===== src/rtl/bbfx_pkg.sv =====
// Purpose: constants and types for the branch, bit and flag execution unit
// Assumes: 8-bit status word, flags at their usual bit order i t h s v n z c
// Notes:
// Overview of operation
// - unsigned-ge branch taken when carry clear; unsigned-lt when set; flags kept.
// - negative branch taken when n is one, positive branch when zero.
// - signed-ge taken when n xor v is zero, signed-lt when one.
// - halfcarry branches taken on h set or clear, no flag change.
// - transfer branches taken on t set or clear.
// - overflow branches taken on v set or clear, no flag change.
// - io bit set forces bit b of port p high in two cycles.
// - io bit clear forces bit b of port p low in two cycles.
// - logical left shift inserts zero at bit 0; z c n v updated.
// - logical right shift inserts zero at bit 7; z c n v updated.
// - rotate left puts old carry in bit 0, old bit 7 to carry.
// - rotate right puts old carry in bit 7, old bit 0 to carry.
// - arithmetic right shift keeps bit 7; z c n v updated.
// - bit store copies register bit b into t only.
// - bit load copies t into register bit b, flags kept.
// - global irq on and off write the i flag in one cycle.
// - dedicated instructions set or clear the s flag only.
// - dedicated instructions set or clear the v flag only.
// - dedicated instructions set or clear the h flag only.
package bbfx_pkg;
  localparam int FLAG_C = 0;
  localparam int FLAG_Z = 1;
  localparam int FLAG_N = 2;
  localparam int FLAG_V = 3;
  localparam int FLAG_S = 4;
  localparam int FLAG_H = 5;
  localparam int FLAG_T = 6;
  localparam int FLAG_I = 7;
  localparam logic [7:0]  FLAGS_RESET = 8'h00;
  localparam logic [15:0] PC_RESET    = 16'h0000;
  localparam int          BRANCH_TAKEN_CYCLES = 2;
  localparam int          IO_BIT_CYCLES       = 2;
  // axi register byte offsets
  localparam logic [7:0] OFS_CMD    = 8'h00;
  localparam logic [7:0] OFS_OPER   = 8'h04;
  localparam logic [7:0] OFS_FLAGS  = 8'h08;
  localparam logic [7:0] OFS_PC     = 8'h0C;
  localparam logic [7:0] OFS_WREG   = 8'h10;
  localparam logic [7:0] OFS_IOREG  = 8'h14;
  localparam logic [7:0] OFS_STATUS = 8'h18;
  localparam logic [1:0] RESP_OKAY   = 2'h0;
  localparam logic [1:0] RESP_SLVERR = 2'h2;
  typedef enum logic [4:0] {
    OP_NOP, OP_BR_UGE, OP_BR_ULT, OP_BR_NEG, OP_BR_POS, OP_BR_SGE, OP_BR_SLT,
    OP_BR_HS, OP_BR_HC, OP_BR_TS, OP_BR_TC, OP_BR_VS, OP_BR_VC,
    OP_IO_SET, OP_IO_CLR, OP_SHL, OP_SHR, OP_ROTL, OP_ROTR, OP_SHRA, OP_SWAP,
    OP_FLAG_SET, OP_FLAG_CLR, OP_BIT_TO_T, OP_T_TO_BIT
  } bbfx_op_type;
endpackage : bbfx_pkg


===== src/rtl/bbfx_exec.sv =====
// Purpose: executes branch, bit, shift and flag instructions from axi commands
// Assumes: one instruction at a time, issued by a write to the command register
// Notes: a busy bit shows a second cycle in progress
`timescale 1ns/1ps
`default_nettype none
module bbfx_exec (
  input  wire logic        aclk,
  input  wire logic        aresetn,
  input  wire logic [7:0]  s_axi_awaddr,
  input  wire logic        s_axi_awvalid,
  output var  logic        s_axi_awready,
  input  wire logic [31:0] s_axi_wdata,
  input  wire logic [3:0]  s_axi_wstrb,
  input  wire logic        s_axi_wvalid,
  output var  logic        s_axi_wready,
  output var  logic [1:0]  s_axi_bresp,
  output var  logic        s_axi_bvalid,
  input  wire logic        s_axi_bready,
  input  wire logic [7:0]  s_axi_araddr,
  input  wire logic        s_axi_arvalid,
  output var  logic        s_axi_arready,
  output var  logic [31:0] s_axi_rdata,
  output var  logic [1:0]  s_axi_rresp,
  output var  logic        s_axi_rvalid,
  input  wire logic        s_axi_rready,
  output var  logic [7:0]  status_flag_register,
  output var  logic [15:0] pc_out
);
  // internal state
  logic [7:0]  flags_reg;
  logic [15:0] pc_reg;
  logic [7:0]  wreg_reg;
  logic [7:0]  io_reg;
  logic [15:0] oper_reg;
  logic        busy_reg;
  logic [15:0] pc_target_reg;
  logic        pend_io_reg;
  logic [7:0]  io_next_reg;
  logic        aw_got_reg;
  logic        w_got_reg;
  logic [7:0]  aw_reg;
  logic [31:0] w_reg;
  logic [3:0]  ws_reg;
  logic        wr_go;
  logic        cmd_go;
  logic [4:0]  cmd_op;
  logic [2:0]  bsel;
  logic        cond;
  logic        taken;
  logic [7:0]  res;
  logic [7:0]  flags_next;
  logic        shift_op;
  // decode
  logic        io_op;
  logic [15:0] br_ofs;
  logic [7:0]  rd_addr;
  logic        wr_flags;
  logic        wr_wreg;
  logic        wr_io;
  logic        wr_oper_lo;
  logic        wr_oper_hi;

  function automatic logic [7:0] shift_flags(input logic [7:0] s, input logic [7:0] r, input logic c);
    logic [7:0] f;
    f = s;
    f[bbfx_pkg::FLAG_C] = c;
    f[bbfx_pkg::FLAG_Z] = (r == 8'h00);
    f[bbfx_pkg::FLAG_N] = r[7];
    f[bbfx_pkg::FLAG_V] = r[7] ^ c;
    f[bbfx_pkg::FLAG_S] = r[7] ^ (r[7] ^ c);
    return f;
  endfunction : shift_flags

  // register write strobe for one offset and byte lane
  function automatic logic lane_hit(
    input logic       go,
    input logic [7:0] addr,
    input logic [7:0] ofs,
    input logic       lane
  );
    return go && (addr == ofs) && lane;
  endfunction : lane_hit

  // offsets beyond the last register answer with an error
  function automatic logic addr_mapped(input logic [7:0] addr);
    return addr <= bbfx_pkg::OFS_STATUS;
  endfunction : addr_mapped

  // read data mux
  function automatic logic [31:0] read_word(
    input logic [7:0]  addr,
    input logic [15:0] oper,
    input logic [7:0]  flags,
    input logic [15:0] pc,
    input logic [7:0]  wreg,
    input logic [7:0]  io,
    input logic        busy
  );
    logic [31:0] d;
    d = 32'h00000000;
    unique case (addr)
      bbfx_pkg::OFS_CMD:    d = 32'h00000000;
      bbfx_pkg::OFS_OPER:   d = {16'h0000, oper};
      bbfx_pkg::OFS_FLAGS:  d = {24'h000000, flags};
      bbfx_pkg::OFS_PC:     d = {16'h0000, pc};
      bbfx_pkg::OFS_WREG:   d = {24'h000000, wreg};
      bbfx_pkg::OFS_IOREG:  d = {24'h000000, io};
      bbfx_pkg::OFS_STATUS: d = {31'h00000000, busy};
      default:              d = 32'h00000000;
    endcase
    return d;
  endfunction : read_word

  // write channel capture, either order
  assign wr_go  = aw_got_reg && w_got_reg && !s_axi_bvalid;
  assign cmd_go = wr_go && (aw_reg == bbfx_pkg::OFS_CMD) && ws_reg[0] && !busy_reg;
  assign cmd_op = w_reg[4:0];
  assign bsel   = oper_reg[2:0];
  assign io_op  = (cmd_op == bbfx_pkg::OP_IO_SET) || (cmd_op == bbfx_pkg::OP_IO_CLR);
  assign br_ofs = {{9{oper_reg[6]}}, oper_reg[6:0]};
  assign rd_addr = {s_axi_araddr[7:2], 2'b00};

  // register write strobes
  assign wr_flags   = lane_hit(wr_go, aw_reg, bbfx_pkg::OFS_FLAGS, ws_reg[0]);
  assign wr_wreg    = lane_hit(wr_go, aw_reg, bbfx_pkg::OFS_WREG, ws_reg[0]);
  assign wr_io      = lane_hit(wr_go, aw_reg, bbfx_pkg::OFS_IOREG, ws_reg[0]);
  assign wr_oper_lo = lane_hit(wr_go, aw_reg, bbfx_pkg::OFS_OPER, ws_reg[0]);
  assign wr_oper_hi = lane_hit(wr_go, aw_reg, bbfx_pkg::OFS_OPER, ws_reg[1]);

  always_ff @(posedge aclk) begin
    if (!aresetn) begin
      aw_got_reg    <= 1'b0;
      w_got_reg     <= 1'b0;
      aw_reg        <= 8'h00;
      w_reg         <= 32'h00000000;
      ws_reg        <= 4'h0;
      s_axi_awready <= 1'b0;
      s_axi_wready  <= 1'b0;
    end else begin
      s_axi_awready <= !aw_got_reg && !s_axi_awready;
      s_axi_wready  <= !w_got_reg && !s_axi_wready;
      if (s_axi_awvalid && s_axi_awready) begin
        aw_got_reg <= 1'b1;
        aw_reg     <= {s_axi_awaddr[7:2], 2'b00};
        s_axi_awready <= 1'b0;
      end
      if (s_axi_wvalid && s_axi_wready) begin
        w_got_reg <= 1'b1;
        w_reg     <= s_axi_wdata;
        ws_reg    <= s_axi_wstrb;
        s_axi_wready <= 1'b0;
      end
      if (wr_go) begin
        aw_got_reg <= 1'b0;
        w_got_reg  <= 1'b0;
      end
    end
  end

  always_ff @(posedge aclk) begin
    if (!aresetn) begin
      s_axi_bvalid <= 1'b0;
      s_axi_bresp  <= bbfx_pkg::RESP_OKAY;
    end else if (wr_go) begin
      s_axi_bvalid <= 1'b1;
      s_axi_bresp  <= addr_mapped(aw_reg) ? bbfx_pkg::RESP_OKAY : bbfx_pkg::RESP_SLVERR;
    end else if (s_axi_bready) begin
      s_axi_bvalid <= 1'b0;
    end
  end

  // branch condition select
  always_comb begin
    unique case (cmd_op)
      bbfx_pkg::OP_BR_UGE: cond = !flags_reg[bbfx_pkg::FLAG_C];
      bbfx_pkg::OP_BR_ULT: cond = flags_reg[bbfx_pkg::FLAG_C];
      bbfx_pkg::OP_BR_NEG: cond = flags_reg[bbfx_pkg::FLAG_N];
      bbfx_pkg::OP_BR_POS: cond = !flags_reg[bbfx_pkg::FLAG_N];
      bbfx_pkg::OP_BR_SGE: cond = !(flags_reg[bbfx_pkg::FLAG_N] ^ flags_reg[bbfx_pkg::FLAG_V]);
      bbfx_pkg::OP_BR_SLT: cond = flags_reg[bbfx_pkg::FLAG_N] ^ flags_reg[bbfx_pkg::FLAG_V];
      bbfx_pkg::OP_BR_HS:  cond = flags_reg[bbfx_pkg::FLAG_H];
      bbfx_pkg::OP_BR_HC:  cond = !flags_reg[bbfx_pkg::FLAG_H];
      bbfx_pkg::OP_BR_TS:  cond = flags_reg[bbfx_pkg::FLAG_T];
      bbfx_pkg::OP_BR_TC:  cond = !flags_reg[bbfx_pkg::FLAG_T];
      bbfx_pkg::OP_BR_VS:  cond = flags_reg[bbfx_pkg::FLAG_V];
      bbfx_pkg::OP_BR_VC:  cond = !flags_reg[bbfx_pkg::FLAG_V];
      default:             cond = 1'b0;
    endcase
  end
  assign taken = cmd_go && cond;

  // shift, rotate, swap and bit results
  always_comb begin
    res        = wreg_reg;
    flags_next = flags_reg;
    shift_op   = 1'b1;
    unique case (cmd_op)
      bbfx_pkg::OP_SHL: begin
        res        = {wreg_reg[6:0], 1'b0};
        flags_next = shift_flags(flags_reg, res, wreg_reg[7]);
      end
      bbfx_pkg::OP_SHR: begin
        res        = {1'b0, wreg_reg[7:1]};
        flags_next = shift_flags(flags_reg, res, wreg_reg[0]);
      end
      bbfx_pkg::OP_ROTL: begin
        res        = {wreg_reg[6:0], flags_reg[bbfx_pkg::FLAG_C]};
        flags_next = shift_flags(flags_reg, res, wreg_reg[7]);
      end
      bbfx_pkg::OP_ROTR: begin
        res        = {flags_reg[bbfx_pkg::FLAG_C], wreg_reg[7:1]};
        flags_next = shift_flags(flags_reg, res, wreg_reg[0]);
      end
      bbfx_pkg::OP_SHRA: begin
        res        = {wreg_reg[7], wreg_reg[7:1]};
        flags_next = shift_flags(flags_reg, res, wreg_reg[0]);
      end
      bbfx_pkg::OP_SWAP: res = {wreg_reg[3:0], wreg_reg[7:4]};
      bbfx_pkg::OP_BIT_TO_T: flags_next[bbfx_pkg::FLAG_T] = wreg_reg[bsel];
      bbfx_pkg::OP_T_TO_BIT: res[bsel] = flags_reg[bbfx_pkg::FLAG_T];
      // dedicated set/clear of c z n v s h t i map onto s = 0..7
      bbfx_pkg::OP_FLAG_SET: flags_next[bsel] = 1'b1;
      bbfx_pkg::OP_FLAG_CLR: flags_next[bsel] = 1'b0;
      default: shift_op = 1'b0;
    endcase
  end

  // busy marks the second cycle of a taken branch or io bit op
  always_ff @(posedge aclk) begin
    if (!aresetn) begin
      busy_reg    <= 1'b0;
      pend_io_reg <= 1'b0;
    end else if (busy_reg) begin
      busy_reg    <= 1'b0;
      pend_io_reg <= 1'b0;
    end else if (taken) begin
      busy_reg    <= 1'b1;
    end else if (cmd_go && io_op) begin
      busy_reg    <= 1'b1;
      pend_io_reg <= 1'b1;
    end
  end

  // program counter
  always_ff @(posedge aclk) begin
    if (!aresetn) begin
      pc_reg        <= bbfx_pkg::PC_RESET;
      pc_target_reg <= bbfx_pkg::PC_RESET;
    end else if (busy_reg) begin
      if (!pend_io_reg) begin
        pc_reg <= pc_target_reg;
      end
    end else if (taken) begin
      pc_target_reg <= 16'(pc_reg + br_ofs + 16'h0001);
    end else if (cmd_go && !io_op) begin
      pc_reg <= 16'(pc_reg + 16'h0001);
    end
  end

  // io staging, value to land on the second cycle
  always_ff @(posedge aclk) begin
    if (!aresetn) begin
      io_next_reg <= 8'h00;
    end else if (!busy_reg && cmd_go && io_op) begin
      io_next_reg       <= io_reg;
      io_next_reg[bsel] <= (cmd_op == bbfx_pkg::OP_IO_SET);
    end
  end

  // io register, written on second cycle of bit set/clear
  always_ff @(posedge aclk) begin
    if (!aresetn) begin
      io_reg <= 8'h00;
    end else if (busy_reg && pend_io_reg) begin
      io_reg <= io_next_reg;
    end else if (wr_io) begin
      io_reg <= w_reg[7:0];
    end
  end

  // status flags
  always_ff @(posedge aclk) begin
    if (!aresetn) begin
      flags_reg <= bbfx_pkg::FLAGS_RESET;
    end else if (cmd_go && shift_op) begin
      flags_reg <= flags_next;
    end else if (wr_flags) begin
      flags_reg <= w_reg[7:0];
    end
  end

  // working register
  always_ff @(posedge aclk) begin
    if (!aresetn) begin
      wreg_reg <= 8'h00;
    end else if (cmd_go && shift_op) begin
      wreg_reg <= res;
    end else if (wr_wreg) begin
      wreg_reg <= w_reg[7:0];
    end
  end

  // operand register, two byte lanes
  always_ff @(posedge aclk) begin
    if (!aresetn) begin
      oper_reg <= 16'h0000;
    end else begin
      if (wr_oper_lo) begin
        oper_reg[7:0] <= w_reg[7:0];
      end
      if (wr_oper_hi) begin
        oper_reg[15:8] <= w_reg[15:8];
      end
    end
  end

  // read channel
  always_ff @(posedge aclk) begin
    if (!aresetn) begin
      s_axi_arready <= 1'b0;
      s_axi_rvalid  <= 1'b0;
      s_axi_rdata   <= 32'h00000000;
      s_axi_rresp   <= bbfx_pkg::RESP_OKAY;
    end else begin
      s_axi_arready <= !s_axi_rvalid && !s_axi_arready && s_axi_arvalid;
      if (s_axi_arvalid && s_axi_arready) begin
        s_axi_rvalid <= 1'b1;
        s_axi_rdata  <= read_word(rd_addr, oper_reg, flags_reg, pc_reg, wreg_reg, io_reg, busy_reg);
        s_axi_rresp  <= addr_mapped(rd_addr) ? bbfx_pkg::RESP_OKAY : bbfx_pkg::RESP_SLVERR;
      end else if (s_axi_rready) begin
        s_axi_rvalid <= 1'b0;
      end
    end
  end

  // registered copies of internal state
  always_ff @(posedge aclk) begin
    if (!aresetn) begin
      status_flag_register <= bbfx_pkg::FLAGS_RESET;
      pc_out               <= bbfx_pkg::PC_RESET;
    end else begin
      status_flag_register <= flags_reg;
      pc_out               <= pc_reg;
    end
  end
endmodule : bbfx_exec
`default_nettype wire


===== config.mk =====
export PLATFORM = sky130hd
export DESIGN_NAME = bbfx_exec
export DESIGN_NICKNAME = d
export VERILOG_FILES = /design/src/rtl/bbfx_pkg.sv /design/src/rtl/bbfx_exec.sv
export SDC_FILE = /design/constraint.sdc
export NUM_CORES = 1
export LEC_CHECK = 0
export BUFFER_PORTS_ARGS = -buffer_cell sky130_fd_sc_hd__buf_2
export CORE_ASPECT_RATIO = 1.2
export CORE_MARGIN = 2
export CORE_UTILIZATION = 55
export DETAILED_ROUTE_END_ITERATION = 7
export PLACE_DENSITY = 0.84
export RECOVER_POWER = 100
export SLEW_MARGIN = 30
export SYNTH_ARGS = -nofsm -noshare
export SYNTH_HDL_FRONTEND = slang
export SYNTH_SLANG_ARGS = --single-unit

===== constraint.sdc =====
create_clock -name aclk -period 6.53 [get_ports aclk]
set_input_delay 0.3265 -clock aclk [delete_from_list [all_inputs] [get_ports aclk]]
set_output_delay 0.3265 -clock aclk [all_outputs]
set_load 0.02 [all_outputs]

==> flow_metrics.py, run 1 <==
metrics = {
    "status": {
        "outcome": "finished with violations",
        "violations": "capacitance limit, slew limit",
    },
    "pwr": {
        "p_total_mw": 2.15,
        "netSwitchingPower_mw": 0.502,
        "share_comb_of_total_power_pct": 5.1,
        "power.density_nw_per_um2": 229,
        "p_seq_share_pct": 45.2,
        "swShare_pct": 23.3,
        "clkPwrFrac_pct": 49.7,
        "p_leak_nw": 3.39,
        "peakVddDrop_v": 0.000273,
        "p_int_mw": 1.65,
    },
    "yosys": {
        "syn_avg_cell_area_um2": 8.20,
        "synthDistinctLibCells": 88,
        "yosys-top-cells-count": "dfxtp_1, nand2_1, nor2_1",
        "async_reset_ff_share_pct": 0,
        "ys_top_cells_by_area": "dfxtp_1, mux2i_1, a21oi_1",
        "ys.flop_type": "dfxtp_1",
        "ys_ff_latch": 155,
        "yosys.area.top_type": "dfxtp_1",
        "seq_area_frac_synth_pct": 36.2,
        "synth.most_common_cell": "dfxtp_1",
        "synth_edf_count": 0,
        "syn_inst": 1045,
        "syn_area_um2": 8570,
        "yosysTopAreaCellShare_pct": 36.2,
        "yosysWarnings": 0,
    },
    "worst_setup_path": {
        "crit_type": "reg -> reg",
        "end_kind": "register",
        "worstRegToRegCells": 7,
        "cp_data_required_time_ps": 6850,
        "cp.arrival_ps": 5010,
        "worstPathMaxFanout": 21,
        "start_kind": "register",
    },
    "floorplan": {
        "coreArea_um2": 15500,
        "die_h_um": 141,
        "die_area_um2": 16600,
        "io_pins": 124,
        "die_w_um": 118,
        "rows": 50,
        "floorplan.initialDensity_pct": 55.5,
    },
    "global_routing": {
        "grt_pass1_vias": 7542,
        "grt_pass1_wl_mm": 38.1,
        "grt-ovfl-total": 0,
        "grt_max_degree": 95,
        "antenna_found_initial": 0,
        "track_usage_pct": 28.3,
    },
    "clock_tree": {
        "holdBufCountCts": 0,
        "cts_buffer_depth": 2,
        "cts_made_buffers": 17,
        "cts_resized": 0,
        "cts_sinks": 155,
        "htreeDepth": 4,
        "clkTransAtPathRegs_ps": 60,
        "cts_root_buffer": "clkbuf_16",
        "clock_latency_ps": 430,
        "postCtsSetupRepairBufs": 0,
        "cts_tree": "done",
    },
    "drt": {
        "drtAntennaViolNets": 0,
        "maxUsedRoutingLayer": "met4",
        "vias": 8224,
        "finalWirelength_mm": 24.1,
        "route.detailed.drc": 0,
        "drt_iter0_drc": 1077,
        "routed-wl-met2_mm": 11.8,
        "met1_length_mm": 9.51,
        "wl_met3_mm": 1.96,
        "vias_per_cell": 6.36,
        "dr.pass1.iters": 5,
        "post_drt_wl_per_cell_um": 18.6,
    },
    "finish": {
        "syn2layout_area_growth_pct": 9.97,
        "layout-drive-gt1-share_pct": 8.84,
        "fin_area_um2": 9430,
        "final_util_pct": 61.0,
        "final_nets": 1151,
        "n_antenna_cell": 0,
    },
    "timing": {
        "hold_viol": 0,
        "setup_tns_ps": 0,
        "fin_ws_ps": 1850,
        "relSlewSlack_pct": -40.4,
        "setup_viol": 0,
        "period_share_pct": 71.7,
        "slew_viol_final": 79,
        "layout_min_cycle_time_ps": 4680,
        "rsz0062_at_grt": "false",
        "worst_pin_slew_ps": 2110,
        "max_freq_mhz": 214,
        "clock_skew_ps": 9.11,
    },
    "run": {
        "max_cap_violations": 3,
    },
    "hold_path": {
        "hold_depth": 3,
        "min_path_type": "in -> reg",
    },
    "placed_design": {
        "place_congestion": 0.938,
        "dp_hpwl_mm": 15.7,
        "dp_slack_ps": 3310,
        "port_buffers": 83,
        "dpl_cell_area_um2": 8890,
    },
}
cell type report:
type	count	area, um2
Timing Repair Buffer	92	425
Clock inverter	12	186
Multi-Input combinational cell	789	4920
Tap cell	208	260
Inverter	19	72.6
Fill cell	1331	6030
Clock buffer	19	453
Sequential cell	155	3110
metrics by stage:
| stage | instances | hold slack (ps) |
|---|---|---|
| detailed placement | 1262 | 434 |
| finish | 1294 | 127 |
| CTS | 1293 | 125 |
| floorplan | 1062 | 431 |
| global placement | 1262 | 424 |
| global route | 1294 | 138 |
layout by cell type (no fill, tap or decap), drive strengths merged, types with 5 or more instances in the layout:
master,n
dfxtp,155
nand2,108
nor2,105
a21oi,87
clkbuf,69
mux2i,57
buf,42
nand3,34
o21ai,29
o31ai,28
nor3,25
a22oi,24
o22ai,24
and2,24
inv,22
conb,18
ha,17
a211oi,16
a31oi,15
a311oi,12
nor2b,11
a22o,10
nand2b,9
and3,8
xnor2,8
xor2,7
o32ai,7
nor4,7
nand4,7
nand3b,6
a21o,6
o2bb2ai,5
o221ai,5
path summary, 6_finish.rpt:
path	from	endpoint	slack [ps]
hold / removal	s_axi_wdata[2]	w_reg[2]$_SDFFE_PN0P_	130
hold reg to reg	s_axi_arready$_SDFF_PN0_	s_axi_arready$_SDFF_PN0_	440
setup / recovery	w_reg[1]$_SDFFE_PN0P_	pc_reg[14]$_SDFFE_PN0P_	1850
setup reg to reg	w_reg[1]$_SDFFE_PN0P_	pc_reg[14]$_SDFFE_PN0P_	1850
routing by layer:
layer / GRT usage (%) / vias to the layer above
met5: 0 / -
met2: 47.2 / 458
met3: 5.26 / 85
met4: 13.9 / 0
li1: - / 3856
met1: 35.4 / 3825
kinds of logic (layout without fill, tap and decap cells):
logic type | Yosys count | count (layout) | share of synthesized area (%)
other | 1 | 18 | 0.0437
AND/OR/NAND/NOR | 370 | 370 | 21.1
multiplexers | 59 | 59 | 6.92
adder cells (fa/ha/maj) | 19 | 19 | 2.83
flip-flops | 155 | 155 | 36.2
XOR/XNOR | 15 | 15 | 1.53
buffers and inverters | 118 | 142 | 6.66
AO/OA/AOI/OAI | 308 | 308 | 24.7
power by group through the flow:
stage / sequential [mW] / combinational [mW] / clock [mW]
floorplan: 0.986 / 0.0909 / 0
global placement: 0.993 / 0.106 / 0
detailed placement: 0.993 / 0.107 / 0
CTS: 0.972 / 0.109 / 1.07
global route: 0.975 / 0.119 / 1.11
finish: 0.973 / 0.110 / 1.07
critical path: stages (launching register included):
cell and delay [ps]:
dfxtp_1 540, clkbuf_1 790, nand2b_1 440, mux2i_1 130, a41o_1 280, o31ai_1 1190, nand2_1 720, o31ai_1 470
Note: power is estimated with default switching activity, not from simulation.
==> run 2, diff against run 1 <==
CORE_UTILIZATION = 52   (was 55)
PLACE_DENSITY = 0.83   (was 0.84)
clock period = 4.05 ns   (was 6.53 ns; I/O delays follow)
==> run 2 against run 1 <==
The run still ends with capacitance limit, slew limit left. Clock power is 51% higher. Die area is 5.6% higher. First-iteration DRC count is 7.9% lower. Sequential cell count stayed put. Setup slack worse by 1200 ps. Sequential power is 61% higher. Maximum frequency is 39% higher. Total power is 56% higher. Largest cell class unchanged.
==> flow_metrics.py, run 2 (synthesis gave the netlist of run 1 again) <==
metrics = {
    "global_routing": {
        "grt_pass1_wl_mm": 36.8,
        "grt-ovfl-total": 0,
        "track_usage_pct": 26.3,
        "grt_pass1_vias": 7388,
        "antenna_found_initial": 0,
        "grt_max_degree": 95,
    },
    "worst_setup_path": {
        "end_kind": "register",
        "worstPathMaxFanout": 16,
        "cp.arrival_ps": 3710,
        "start_kind": "register",
        "critPathBufInv": 0,
        "cp_data_required_time_ps": 4390,
        "crit_family": "simple AND/OR/NAND/NOR gates",
        "slowest_stage": "a31oi_1",
        "crit_type": "reg -> reg",
        "cp_slowest_stage_delay_ps": 820,
        "path_cells": "nand2b_1 -> nor2_1 -> nand3_1 -> a31oi_1 -> nand2_1 -> o32ai_1",
    },
    "floorplan": {
        "floorplan.initialDensity_pct": 52.9,
        "die_area_um2": 17500,
        "rows": 51,
        "die_h_um": 145,
        "coreArea_um2": 16200,
        "io_pins": 124,
        "die_w_um": 121,
    },
    "finish": {
        "layout-drive-gt1-share_pct": 8.88,
        "final_nets": 1157,
        "final_util_pct": 58.3,
        "multiInputGateArea_um2": 4930,
        "fill_cells": 1439,
        "final_cell_mix": "dfxtp_1, nand2_1, nor2_1, a21oi_1, mux2i_1",
        "fin_area_um2": 9440,
        "final_common_cell": "dfxtp_1",
        "syn2layout_area_growth_pct": 10.2,
        "ff_latch_area_um2": 3100,
    },
    "clock_tree": {
        "cts_made_buffers": 17,
        "cts_sinks": 155,
        "clock_latency_ps": 440,
        "cts_tree": "done",
        "cts_buffer_depth": 2,
        "htreeDepth": 4,
        "cts_resized": 0,
        "clkTransAtPathRegs_ps": 70,
        "postCtsSetupRepairBufs": 0,
        "cts_root_buffer": "clkbuf_16",
    },
    "run": {
        "max_cap_violations": 3,
    },
    "timing": {
        "fin_hold_ws_ps": 2.13,
        "relSlewSlack_pct": -66.1,
        "period_share_pct": 83.1,
        "max_freq_mhz": 297,
        "setup_tns_ps": 0,
        "rsz0062_at_grt": "false",
        "setup_viol": 0,
        "slew_viol_final": 135,
        "clock_skew_ps": 12.8,
        "worst_pin_slew_ps": 2490,
        "hold_viol": 0,
        "layout_min_cycle_time_ps": 3370,
    },
    "pwr": {
        "netSwitchingPower_mw": 0.834,
        "peakVddDrop_v": 0.000309,
        "p_seq_share_pct": 46.6,
        "share_comb_of_total_power_pct": 5.3,
        "swShare_pct": 24.8,
        "p_int_mw": 2.53,
        "p_total_mw": 3.37,
        "clkPwrFrac_pct": 48.2,
        "power.density_nw_per_um2": 356,
        "p_leak_nw": 3.40,
    },
    "hold_path": {
        "min_path_type": "in -> reg",
    },
    "placed_design": {
        "dpl_cell_area_um2": 8940,
        "port_buffers": 83,
        "place_congestion": 0.922,
        "dp_hpwl_mm": 15.9,
    },
    "drt": {
        "drtAntennaViolNets": 0,
        "post_drt_wl_per_cell_um": 18.2,
        "vias_per_cell": 6.33,
        "drt_iter0_drc": 992,
        "vias": 8255,
        "route.detailed.drc": 0,
        "finalWirelength_mm": 23.7,
        "dr.pass1.iters": 7,
    },
    "status": {
        "violations": "capacitance limit, slew limit",
        "outcome": "finished with violations",
    },
}
==> run 2: cell types whose count changed in the layout (fill, tap and decap cells not counted), sizes merged <==
| cell | change |
|---|---|
| diode | +1 |
| clkinvlp | -1 |
| inv | +3 |
| clkinv | +1 |
| clkbuf | +1 |
| dlygate4sd3 | +1 |
| dlymetal6s2s | +1 |
| buf | +2 |
| bufinv | -2 |
==> run 2: metal layers <==
metal,part of all wire (%),GRT usage [%],up-vias
li1,-,-,3870
met1,39,32.6,3848
met2,48,44.0,458
met3,9.3,6.27,79
met4,2.8,10.7,0
met5,0,0,-
==> run 2: worst min-delay path, cell delays in order <==
cell and delay, ps:
buf_2 100, nand2_1 50, nor3_1 40
==> run 2: worst paths after layout <==
path / slack (ps) / endpoint / cells past startpoint / from
min reg2reg: 450 / s_axi_arready$_SDFF_PN0_ / 1 / s_axi_arready$_SDFF_PN0_
max reg2reg: 680 / wreg_reg[4]$_SDFFE_PN0P_ / 6 / w_reg[4]$_SDFFE_PN0P_
min: 2 / s_axi_arready$_SDFF_PN0_ / 3 / s_axi_arvalid
max: 680 / wreg_reg[4]$_SDFFE_PN0P_ / 6 / w_reg[4]$_SDFFE_PN0P_
==> run 2: power groups by stage <==
stage / Combinational (mW) / Sequential [mW] / Clock [mW]
after global placement: 0.172 / 1.60 / 0
after global routing: 0.193 / 1.57 / 1.70
final: 0.177 / 1.57 / 1.62
after floorplan: 0.147 / 1.59 / 0
after detailed placement: 0.173 / 1.60 / 0
after CTS: 0.175 / 1.57 / 1.63
==> run 2: stage by stage <==
stage | setup slack [ps] | cells
finish | 684 | 1305
global route | 452 | 1304
CTS | 1110 | 1303
detailed placement | 1130 | 1271
global placement | 1200 | 1271
floorplan | 1770 | 1062
==> run 2: repair_timing <==
action,4_1_cts,5_1_grt
endpoints found under the setup margin,0,0
hold endpoints to repair,1,0
hold buffers,1,0
==> run 2: final cells by class <==
cell class / count / area share (%)
clock inverters: 13 / 1.66
flip-flops and latches: 155 / 32.9
well taps: 212 / 2.81
repair buffers: 98 / 5.01
inverters: 19 / 0.769
diodes: 1 / 0.0265
clock buffers: 18 / 4.65
multi-input cells: 789 / 52.2
